File: config.mk
export PLATFORM = sky130hd
export DESIGN_NAME = wps_path_stats
export DESIGN_NICKNAME = d
export VERILOG_FILES = /design/src/verilog/wps_pkg.sv /design/src/verilog/wps_cgd_monitor.sv /design/src/verilog/wps_err_counter.sv /design/src/verilog/wps_path_stats.sv
export VERILOG_INCLUDE_DIRS = /design/src /design/src/verilog
export SDC_FILE = /design/constraint.sdc
export NUM_CORES = 2
export LEC_CHECK = 0
export BUFFER_PORTS_ARGS = -buffer_cell sky130_fd_sc_hd__buf_4
export CORE_AREA = 2 2 286 288
export CTS_BUF_LIST = sky130_fd_sc_hd__clkbuf_8
export DETAILED_ROUTE_END_ITERATION = 16
export DIE_AREA = 0 0 288 290
export HOLD_SLACK_MARGIN = 0.1
export PLACE_DENSITY_LB_ADDON = 0.05
export SYNTH_ARGS = -nofsm -noshare
export SYNTH_HDL_FRONTEND = slang
export SYNTH_SLANG_ARGS = --single-unit
File: constraint.sdc
create_clock -name mclk -period 4.6 [get_ports mclk]
set_input_delay 0.69 -clock mclk [delete_from_list [all_inputs] [get_ports mclk]]
set_output_delay 0.69 -clock mclk [all_outputs]
set_load 0.03 [all_outputs]
File: src/verilog/wps_map.svh
// register offsets, field positions, reset values and timing counts
`ifndef WPS_MAP_SVH
`define WPS_MAP_SVH
`define WPS_ADDR_W 8
`define WPS_REG_CTRL 8'h00
`define WPS_REG_PERIOD 8'h04
`define WPS_REG_TXOH 8'h08
`define WPS_REG_STATUS 8'h0C
`define WPS_REG_MASK 8'h10
`define WPS_REG_CNT_BASE 8'h20
`define WPS_CNT_TYPES 5
`define WPS_CTRL_FORCE 0
`define WPS_CTRL_ENABLE 1
`define WPS_CTRL_SRC_INT 2
`define WPS_CTRL_B1_BLK 3
`define WPS_CTRL_B2_BLK 4
`define WPS_CTRL_B3_BLK 5
`define WPS_CTRL_REIP_BLK 6
`define WPS_CTRL_W 7
`define WPS_CTRL_RST 7'h00
`define WPS_PERIOD_RST 32'h0131_2D00
`define WPS_TXOH_RST 24'h00_0000
`define WPS_ST_CGD_LATCH 0
`define WPS_ST_CGD_PEND 1
`define WPS_ST_SNAP_PEND 2
`define WPS_ST_CGD_LIVE 3
`define WPS_ST_BACKREPORT 4
`define WPS_MASK_CGD_A 0
`define WPS_MASK_CGD_B 1
`define WPS_MASK_SNAP_A 2
`define WPS_MASK_SNAP_B 3
`define WPS_MASK_RST 4'h0
`define WPS_MCLK_KHZ 20000
`define WPS_CGD_SET_US 3000
`define WPS_CGD_CLR_US 1000
`define WPS_CGD_SET_CYC ((`WPS_CGD_SET_US * `WPS_MCLK_KHZ) / 1000)
`define WPS_CGD_CLR_CYC ((`WPS_CGD_CLR_US * `WPS_MCLK_KHZ + 999) / 1000)
`define WPS_RESP_OKAY 2'h0
`define WPS_RESP_SLVERR 2'h2
`endif

File: src/verilog/wps_pkg.sv
// shared types of the path overhead and error statistics block
`default_nettype none
package wps_pkg;
  typedef enum logic [1:0] {
    WPS_CGD_CLEAR = 2'h0,
    WPS_CGD_ONSET = 2'h1,
    WPS_CGD_DEFECT = 2'h3,
    WPS_CGD_ABATE = 2'h2
  } wps_cgd_state_type;
endpackage : wps_pkg
`default_nettype wire
File: src/verilog/wps_cgd_monitor.sv
// persistence filter for loss of code group delineation
`timescale 1ns/1ps
`default_nettype none
`include "wps_map.svh"
module wps_cgd_monitor #(
  parameter int SET_CYC = `WPS_CGD_SET_CYC,
  parameter int CLR_CYC = `WPS_CGD_CLR_CYC,
  parameter int CNT_W = 17
) (
  input wire logic mclk,
  input wire logic resetn,
  input wire logic cgdLoss,
  output logic defect
);
  wps_pkg::wps_cgd_state_type state_q;
  logic [CNT_W-1:0] cnt_q;

  // reset lands in the defect state so the far end hears of it until delineation
  always_ff @(posedge mclk or negedge resetn) begin
    if (!resetn) begin
      state_q <= wps_pkg::WPS_CGD_DEFECT;
      cnt_q <= '0;
    end else begin
      case (state_q)
        wps_pkg::WPS_CGD_CLEAR: begin
          cnt_q <= '0;
          if (cgdLoss) state_q <= wps_pkg::WPS_CGD_ONSET;
        end
        wps_pkg::WPS_CGD_ONSET: begin
          if (!cgdLoss) begin
            state_q <= wps_pkg::WPS_CGD_CLEAR;
          end else if (cnt_q == CNT_W'(SET_CYC)) begin
            state_q <= wps_pkg::WPS_CGD_DEFECT;
            cnt_q <= '0;
          end else begin
            cnt_q <= cnt_q + 1'b1;
          end
        end
        wps_pkg::WPS_CGD_DEFECT: begin
          cnt_q <= '0;
          if (!cgdLoss) state_q <= wps_pkg::WPS_CGD_ABATE;
        end
        wps_pkg::WPS_CGD_ABATE: begin
          if (cgdLoss) begin
            state_q <= wps_pkg::WPS_CGD_DEFECT;
          end else if (cnt_q == CNT_W'(CLR_CYC)) begin
            state_q <= wps_pkg::WPS_CGD_CLEAR;
          end else begin
            cnt_q <= cnt_q + 1'b1;
          end
        end
        default: state_q <= wps_pkg::WPS_CGD_DEFECT;
      endcase
    end
  end

  // gray code puts the reported defect on bit 1 of the state
  assign defect = state_q[1];
endmodule : wps_cgd_monitor
`default_nettype wire

File: src/verilog/wps_err_counter.sv
// one error type: standard counter with shadow and saturating statistical counter
`timescale 1ns/1ps
`default_nettype none
module wps_err_counter #(
  parameter int INC_W = 11,
  parameter int CNT_W = 32
) (
  input wire logic mclk,
  input wire logic resetn,
  input wire logic [INC_W-1:0] incVal,
  input wire logic snapTick,
  input wire logic stdLatch,
  output logic [CNT_W-1:0] stdLive,
  output logic [CNT_W-1:0] stdShadow,
  output logic [CNT_W-1:0] statSnap
);
  logic [CNT_W-1:0] stat_q;
  logic [CNT_W:0] statSum;

  assign statSum = {1'b0, stat_q} + (CNT_W+1)'(incVal);

  always_ff @(posedge mclk or negedge resetn) begin
    if (!resetn) stdLive <= '0;
    else stdLive <= stdLive + CNT_W'(incVal);
  end

  always_ff @(posedge mclk or negedge resetn) begin
    if (!resetn) stdShadow <= '0;
    else if (stdLatch) stdShadow <= stdLive;
  end

  // errors arriving with the tick open the new interval rather than being lost
  always_ff @(posedge mclk or negedge resetn) begin
    if (!resetn) begin
      stat_q <= '0;
      statSnap <= '0;
    end else if (snapTick) begin
      statSnap <= stat_q;
      stat_q <= CNT_W'(incVal);
    end else if (statSum[CNT_W]) begin
      stat_q <= '1;
    end else begin
      stat_q <= statSum[CNT_W-1:0];
    end
  end
endmodule : wps_err_counter
`default_nettype wire

File: src/verilog/wps_path_stats.sv
// path overhead insertion, delineation alarm and error statistics with axi4-lite registers
`timescale 1ns/1ps
`default_nettype none
`include "wps_map.svh"
module wps_path_stats #(
  parameter int CGD_SET_CYC = `WPS_CGD_SET_CYC,
  parameter int CGD_CLR_CYC = `WPS_CGD_CLR_CYC,
  parameter logic [31:0] PERIOD_RST = `WPS_PERIOD_RST
) (
  input wire logic mclk,
  input wire logic resetn,
  input wire logic [7:0] awaddr,
  input wire logic [2:0] awprot,
  input wire logic awvalid,
  output logic awready,
  input wire logic [31:0] wdata,
  input wire logic [3:0] wstrb,
  input wire logic wvalid,
  output logic wready,
  output logic [1:0] bresp,
  output logic bvalid,
  input wire logic bready,
  input wire logic [7:0] araddr,
  input wire logic [2:0] arprot,
  input wire logic arvalid,
  output logic arready,
  output logic [31:0] rdata,
  output logic [1:0] rresp,
  output logic rvalid,
  input wire logic rready,
  input wire logic cgdLossIn,
  input wire logic frameDone,
  input wire logic [7:0] sectionParityMismatch,
  input wire logic [10:0] lineParityMismatchCount,
  input wire logic [7:0] pathParityMismatch,
  input wire logic [3:0] farPathErrValue,
  input wire logic [10:0] farLineErrValue,
  input wire logic snapshotPin,
  output logic [7:0] z3TxValue,
  output logic [7:0] z4TxValue,
  output logic [7:0] n1TxValue,
  output logic cgdBackReport,
  output logic irqOutA,
  output logic irqOutB
);
  localparam int NT = `WPS_CNT_TYPES;

  logic [7:0] awAddr_q;
  logic [31:0] wData_q;
  logic [3:0] wStrb_q;
  logic [`WPS_CTRL_W-1:0] ctrl_q;
  logic [31:0] period_q;
  logic [3:0] mask_q;
  logic cgdLatched_q;
  logic cgdPend_q;
  logic snapPend_q;
  logic forceTick_q;
  logic periodTick_q;
  logic gpioTick_q;
  logic snapTick_q;
  logic [31:0] periodCnt_q;
  logic [2:0] pinSync_q;
  logic pinLevel_q;
  logic cgdDefect;
  logic wrDo;
  logic rdDo;
  logic stReadClr;
  logic [31:0] rdMux;
  logic rdErr;
  logic [10:0] incVal [NT];
  logic [31:0] stdLive [NT];
  logic [31:0] stdShadow [NT];
  logic [31:0] statSnap [NT];
  logic [NT-1:0] stdLatch;
  logic [7:0] cntOff;
  logic [2:0] cntType;

  ////////////////////////////////////////////////////////////////////////////////
  // axi4-lite write channel: address and data taken in either order

  assign wrDo = !awready && !wready && !bvalid;

  always_ff @(posedge mclk or negedge resetn) begin
    if (!resetn) begin
      awready <= 1'b1;
      wready <= 1'b1;
      bvalid <= 1'b0;
      bresp <= `WPS_RESP_OKAY;
      awAddr_q <= 8'h00;
      wData_q <= 32'h0000_0000;
      wStrb_q <= 4'h0;
    end else begin
      if (awvalid && awready) begin
        awready <= 1'b0;
        awAddr_q <= awaddr;
      end
      if (wvalid && wready) begin
        wready <= 1'b0;
        wData_q <= wdata;
        wStrb_q <= wstrb;
      end
      if (wrDo) begin
        bvalid <= 1'b1;
        bresp <= (awAddr_q <= `WPS_REG_MASK && awAddr_q[1:0] == 2'h0 &&
                  awAddr_q != `WPS_REG_STATUS) ? `WPS_RESP_OKAY : `WPS_RESP_SLVERR;
      end
      if (bvalid && bready) begin
        bvalid <= 1'b0;
        awready <= 1'b1;
        wready <= 1'b1;
      end
    end
  end

  function automatic logic [31:0] wpsMerge(input logic [31:0] old, input logic [31:0] nw,
                                           input logic [3:0] strb);
    logic [31:0] res;
    res = old;
    for (int i = 0; i < 4; i++) begin
      if (strb[i]) res[8*i +: 8] = nw[8*i +: 8];
    end
    return res;
  endfunction : wpsMerge

  always_ff @(posedge mclk or negedge resetn) begin
    if (!resetn) begin
      ctrl_q <= `WPS_CTRL_RST;
      period_q <= PERIOD_RST;
      mask_q <= `WPS_MASK_RST;
      {n1TxValue, z4TxValue, z3TxValue} <= `WPS_TXOH_RST;
    end else if (wrDo) begin
      case (awAddr_q)
        `WPS_REG_CTRL: ctrl_q <= `WPS_CTRL_W'(wpsMerge({25'h0, ctrl_q}, wData_q, wStrb_q))
                                 & ~(`WPS_CTRL_W'(1) << `WPS_CTRL_FORCE);
        `WPS_REG_PERIOD: period_q <= wpsMerge(period_q, wData_q, wStrb_q);
        `WPS_REG_TXOH: {n1TxValue, z4TxValue, z3TxValue} <=
          24'(wpsMerge({8'h00, n1TxValue, z4TxValue, z3TxValue}, wData_q, wStrb_q));
        `WPS_REG_MASK: mask_q <= 4'(wpsMerge({28'h0, mask_q}, wData_q, wStrb_q));
        default: ;
      endcase
    end
  end

  ////////////////////////////////////////////////////////////////////////////////
  // axi4-lite read channel: one cycle from address to data

  assign rdDo = arvalid && arready;
  assign cntOff = araddr - `WPS_REG_CNT_BASE;
  assign cntType = cntOff[6:4];
  assign stReadClr = rdDo && araddr == `WPS_REG_STATUS;

  always_comb begin
    rdMux = 32'h0000_0000;
    rdErr = 1'b0;
    stdLatch = '0;
    if (araddr[1:0] != 2'h0) begin
      rdErr = 1'b1;
    end else if (araddr >= `WPS_REG_CNT_BASE) begin
      if (cntType < 3'(NT) && !cntOff[7]) begin
        case (cntOff[3:2])
          2'h0: begin
            rdMux = {16'h0000, stdLive[cntType][31:16]};
            stdLatch[cntType] = rdDo;
          end
          2'h1: rdMux = {16'h0000, stdShadow[cntType][15:0]};
          2'h2: rdMux = {16'h0000, statSnap[cntType][31:16]};
          default: rdMux = {16'h0000, statSnap[cntType][15:0]};
        endcase
      end else begin
        rdErr = 1'b1;
      end
    end else begin
      case (araddr)
        `WPS_REG_CTRL: rdMux = {25'h0, ctrl_q};
        `WPS_REG_PERIOD: rdMux = period_q;
        `WPS_REG_TXOH: rdMux = {8'h00, n1TxValue, z4TxValue, z3TxValue};
        `WPS_REG_STATUS: rdMux = {27'h0, cgdBackReport, cgdDefect, snapPend_q, cgdPend_q,
                                  cgdLatched_q};
        `WPS_REG_MASK: rdMux = {28'h0, mask_q};
        default: rdErr = 1'b1;
      endcase
    end
  end

  always_ff @(posedge mclk or negedge resetn) begin
    if (!resetn) begin
      arready <= 1'b1;
      rvalid <= 1'b0;
      rdata <= 32'h0000_0000;
      rresp <= `WPS_RESP_OKAY;
    end else if (rdDo) begin
      arready <= 1'b0;
      rvalid <= 1'b1;
      rdata <= rdMux;
      rresp <= rdErr ? `WPS_RESP_SLVERR : `WPS_RESP_OKAY;
    end else if (rvalid && rready) begin
      rvalid <= 1'b0;
      arready <= 1'b1;
    end
  end

  ////////////////////////////////////////////////////////////////////////////////
  // delineation loss alarm; a new event beats the clear-on-read

  wps_cgd_monitor #(.SET_CYC(CGD_SET_CYC), .CLR_CYC(CGD_CLR_CYC)) cgdMon (
    .mclk(mclk),
    .resetn(resetn),
    .cgdLoss(cgdLossIn),
    .defect(cgdDefect)
  );

  always_ff @(posedge mclk or negedge resetn) begin
    if (!resetn) begin
      cgdLatched_q <= 1'b0;
      cgdPend_q <= 1'b0;
      snapPend_q <= 1'b0;
    end else begin
      cgdLatched_q <= (cgdLatched_q && !stReadClr) || cgdLossIn;
      cgdPend_q <= (cgdPend_q && !stReadClr) || cgdLossIn;
      snapPend_q <= (snapPend_q && !stReadClr) || snapTick_q;
    end
  end

  always_ff @(posedge mclk or negedge resetn) begin
    if (!resetn) begin
      cgdBackReport <= 1'b1;
      irqOutA <= 1'b0;
      irqOutB <= 1'b0;
    end else begin
      cgdBackReport <= cgdDefect;
      irqOutA <= (cgdPend_q && mask_q[`WPS_MASK_CGD_A]) ||
                 (snapPend_q && mask_q[`WPS_MASK_SNAP_A]);
      irqOutB <= (cgdPend_q && mask_q[`WPS_MASK_CGD_B]) ||
                 (snapPend_q && mask_q[`WPS_MASK_SNAP_B]);
    end
  end

  ////////////////////////////////////////////////////////////////////////////////
  // snapshot tick sources; mclk is the recovered receive clock, so the period drifts with it

  always_ff @(posedge mclk or negedge resetn) begin
    if (!resetn) begin
      forceTick_q <= 1'b0;
    end else begin
      forceTick_q <= wrDo && awAddr_q == `WPS_REG_CTRL && wStrb_q[0] &&
                     wData_q[`WPS_CTRL_FORCE];
    end
  end

  always_ff @(posedge mclk or negedge resetn) begin
    if (!resetn) begin
      periodCnt_q <= 32'h0000_0000;
      periodTick_q <= 1'b0;
    end else if (ctrl_q[`WPS_CTRL_ENABLE] && ctrl_q[`WPS_CTRL_SRC_INT]) begin
      // a zero period behaves as one so the timer never stalls
      if (periodCnt_q + 32'h0000_0001 >= period_q) begin
        periodCnt_q <= 32'h0000_0000;
        periodTick_q <= 1'b1;
      end else begin
        periodCnt_q <= periodCnt_q + 32'h0000_0001;
        periodTick_q <= 1'b0;
      end
    end else begin
      periodCnt_q <= 32'h0000_0000;
      periodTick_q <= 1'b0;
    end
  end

  always_ff @(posedge mclk or negedge resetn) begin
    if (!resetn) begin
      pinSync_q <= 3'h0;
      pinLevel_q <= 1'b0;
      gpioTick_q <= 1'b0;
    end else begin
      pinSync_q <= {pinSync_q[1:0], snapshotPin};
      if (pinSync_q[1] == pinSync_q[2]) pinLevel_q <= pinSync_q[2];
      gpioTick_q <= pinSync_q[1] && pinSync_q[2] && !pinLevel_q &&
                    ctrl_q[`WPS_CTRL_ENABLE] && !ctrl_q[`WPS_CTRL_SRC_INT];
    end
  end

  always_ff @(posedge mclk or negedge resetn) begin
    if (!resetn) snapTick_q <= 1'b0;
    else snapTick_q <= forceTick_q || periodTick_q || gpioTick_q;
  end

  ////////////////////////////////////////////////////////////////////////////////
  // per-frame increments and counters

  function automatic logic [10:0] wpsOnes(input logic [7:0] v);
    logic [10:0] n;
    n = 11'h000;
    for (int i = 0; i < 8; i++) n = n + 11'(v[i]);
    return n;
  endfunction : wpsOnes

  always_comb begin
    incVal[0] = 11'h000;
    incVal[1] = 11'h000;
    incVal[2] = 11'h000;
    incVal[3] = 11'h000;
    incVal[4] = 11'h000;
    if (frameDone) begin
      incVal[0] = ctrl_q[`WPS_CTRL_B1_BLK] ? 11'(|sectionParityMismatch) :
                  wpsOnes(sectionParityMismatch);
      incVal[1] = ctrl_q[`WPS_CTRL_B2_BLK] ? 11'(|lineParityMismatchCount) :
                  lineParityMismatchCount;
      incVal[2] = ctrl_q[`WPS_CTRL_B3_BLK] ? 11'(|pathParityMismatch) :
                  wpsOnes(pathParityMismatch);
      incVal[3] = ctrl_q[`WPS_CTRL_REIP_BLK] ? 11'(|farPathErrValue) :
                  11'(farPathErrValue);
      incVal[4] = farLineErrValue;
    end
  end

  for (genvar g = 0; g < NT; g++) begin : gCnt
    wps_err_counter #(.INC_W(11), .CNT_W(32)) errCnt (
      .mclk(mclk),
      .resetn(resetn),
      .incVal(incVal[g]),
      .snapTick(snapTick_q),
      .stdLatch(stdLatch[g]),
      .stdLive(stdLive[g]),
      .stdShadow(stdShadow[g]),
      .statSnap(statSnap[g])
    );
  end
endmodule : wps_path_stats
`default_nettype wire

==> flow_summary.toml <==
[power]
ir_drop_mv = 0.303
p_leak_nw = 21.7
p_per_area_nw_per_um2 = 451

[timing]
rsz0062_at_grt = "false"
finClkSkew_ps = 31.7
worst_pin_slew_ps = 1140
fmax_ghz = 0.231
slew_viol_final = 0
max-slew-margin-rel = 0.237
setup_tns_ps = 0
finalCriticalPeriod_ps = 4340
hold_viol = 0
hold_slack_ps = 169
setup_viol = 0
period_share = 0.943

[drt]
top_layer = "met5"
drtIter0Drc = 2311
route.met3.wl_mm = 7.05
wl_mm = 115
avgViaCountPerCell = 5.84
detail-route-antenna-nets = 0
wl_met2_mm = 54.0
vias = 30100
drc_errors = 0
dr.pass1.iters = 7
wire_per_inst_um = 22.3
met1_length_mm = 50.7

[critical_path]
r2r_start = "periodCnt_q[12]$_DFF_PN0_"
critical_path_class = "input pin to flip-flop"
cp-start-kind = "input pin"
slowest_delay_ps = 500
cp_max_fo = 4
ff2ff_setup_slack_ps = 850
ff2ff_path_depth = 12
crit_chain = "buf_4 > inv_1 > fa_1 > fa_1 > fa_1 > inv_1 > ha_2 > nor2_1 > a311oi_2 > ha_2 > inv_1 > fa_1 > nor2b_1 > o21ai_0 > nor2b_1 > or4_4 > nor2_1 > xor2_1"
critPathRequiredTime_ps = 5300
timing.rr.end = "periodCnt_q[2]$_DFF_PN0_"
cp_slowest_cell = "fa_1"
critical_path.most_common_cell = "fa_1"
crit_arrival_ps = 5040
worstSetupEndpointType = "flip-flop"

[finish]
final_net_count = 4240
nFillCells = 6912
final_common_cell = "dfrtp_1"
layout_common_cells = "759 x dfrtp_1, 368 x mux2_2, 281 x buf_4"
drive_above_1_share = 0.231
areaGrowthSynthToFinish_pct = 16.0

[hold_path]
hold_path_class = "input pin to flip-flop"
hold_start = "wdata[10]"
hold_end = "wData_q[10]$_DFFE_PN0P_"
min_path_cells = 2

[synthesis]
syn_inst = 3660
ys_types = 95
ys_ff_latch = 774
synth_top_area_cell = "dfrtp_1"
synth_top_area_frac = 0.478
synth_ff_type = "dfrtp_1"
ys_warn_count = 0
synth_area_leaders = "dfrtp_1 48%, mux2_2 10%, xnor2_1 3.9%, ha_1 3.8%, a21oi_1 2.5%"
syn_area_um2 = 39800
ys_async_sr_fraction = 1.00
yosysSeqAreaShare = 0.487
synth-edff-count = 0
avgSynthCellArea_um2 = 10.9

[floorplanning]
die_x_um = 288
die_area_um2 = 83500
start_util = 0.496
row_count = 104
io_pins = 178
core-area_um2 = 80200
dieHeight_um = 290

[clock_network]
clock_latency_ps = 800
cts.clk_slew.worst_paths_ps = 60
htreeDepth = 4
cts_tree = "built"
clockRootBuffer = "clkbuf_8"
clkSinkCount = 774
cts_buffer_depth = 3
numCtsBuffers = 141

[global_routing]
grt_use_total = 0.277
grt-ovfl-total = 0
grt_pass1_wl_mm = 179
grt_max_degree = 175
antenna_found_initial = 3
first_global_vias = 30600

[status]
status = "completed"

[placement]
globalplace.congestion = 0.935
hpwlAfterDp_mm = 84.0
io_buffers = 169

[flow_run]
maxCapViolations = 0
[how the worst max path moves through the flow]
stage / cells after the start / from / slack [ps] / end
6_report: 18 / pathParityMismatch[1] / 260 / gCnt[2].errCnt.stdLive[26]$_DFF_PN0_
5_1_grt: 18 / pathParityMismatch[1] / 140 / gCnt[2].errCnt.stdLive[30]$_DFF_PN0_
4_1_cts: 18 / pathParityMismatch[1] / 280 / gCnt[2].errCnt.stdLive[26]$_DFF_PN0_
3_5_place_dp: 18 / pathParityMismatch[1] / -570 / gCnt[2].errCnt.stdLive[26]$_DFF_PN0_
3_3_place_gp: 18 / pathParityMismatch[3] / -410 / gCnt[2].errCnt.stdLive[28]$_DFF_PN0_
2_1_floorplan: 17 / pathParityMismatch[3] / -4 / gCnt[2].errCnt.stat_q[31]$_DFF_PN0_
[metrics by stage]
| step | utilization | worst slack [ps] | std cells | power, mW | area, um^2 |
|---|---|---|---|---|---|
| 2_1_floorplan | - | -3.92 | 3661 | 12.4 | 39900 |
| 3_3_place_gp | 0.534 | -410 | 4854 | 14.0 | 42800 |
| 3_5_place_dp | 0.534 | -567 | 4855 | 14.2 | 42800 |
| 4_1_cts | 0.576 | 283 | 5158 | 20.9 | 46100 |
| 5_1_grt | 0.576 | 139 | 5160 | 22.0 | 46200 |
| 6_report | 0.576 | 262 | 5160 | 20.8 | 46200 |
[cell families after synthesis]
| logic type | Yosys count | share of synthesized area |
|---|---|---|
| flops | 774 | 0.487 |
| buf+inv | 301 | 0.0306 |
| compound gates | 723 | 0.118 |
| xor+xnor | 269 | 0.0592 |
| fa+ha+maj | 140 | 0.0474 |
| simple gates | 990 | 0.128 |
| mux | 462 | 0.129 |
| other cells | 1 | 0.0000943 |
[power by group]
| group | switching [mW] | internal, mW | leakage, nW |
|---|---|---|---|
| registers | 1.04 | 7.98 | 10.3 |
| logic | 2.84 | 2.37 | 9.77 |
| clock network | 3.00 | 3.58 | 1.62 |
[Yosys cell counts (all sizes together), types with 18 or more instances]
cell and number:
mux2i 90, ha 122, a221oi 22, nor3 80, nor2b 39, a21oi 201
a22oi 38, nand4 66, nand3 121, dfrtp 760, xor2 92, or3 21
buf 53, clkbuf 103, o22ai 44, o21ai 120, nor2 204, a21boi 39
a31oi 48, xnor2 177, and4 26, mux2 368, a211oi 25, a21o 38
inv 141, and3 70, nand2 243, and2 34, fa 18
[final cells by class]
cell class | instances | area [um^2] | share of cell area
antenna | 2 | 5.00 | 0.000108
clock buffer | 173 | 2380 | 0.0516
clock inverter | 78 | 457 | 0.00989
inverter | 144 | 541 | 0.0117
multi-input combinational | 2586 | 19300 | 0.417
sequential | 774 | 19400 | 0.420
tap | 1060 | 1330 | 0.0287
timing repair buffer | 343 | 2800 | 0.0607
[metal layers]
| metal | GRT usage | vias to the layer above |
|---|---|---|
| li1 | - | 13900 |
| met1 | 0.379 | 15200 |
| met2 | 0.441 | 891 |
| met3 | 0.0548 | 160 |
| met4 | 0.0919 | 4 |
| met5 | 0 | - |
[critical path: cells and delay by family]
family,cells,cell delay (ps)
adder cells (fa/ha/maj),6,2390
AND/OR/NAND/NOR,5,970
AO/OA/AOI/OAI,2,450
buffers and inverters,4,330
XOR/XNOR,1,180
[registers in the layout, summed over array words and instances, names as in the netlist, 17 cells and up]
name / count
periodCnt_q: 32
period_q: 32
gCnt.errCnt.statSnap: 160
cgdMon.cnt_q: 17
wData_q: 32
gCnt.errCnt.stat_q: 160
gCnt.errCnt.stdShadow: 80
rdata: 32
gCnt.errCnt.stdLive: 160
[timing repair]
action                                  CTS  global route
resized for setup                         0             0
hold buffers                             52             0
endpoints found under the setup margin    0             0
hold endpoints to repair                123             0
buffers inserted                          0             0
(Power assumes the default switching activity.)
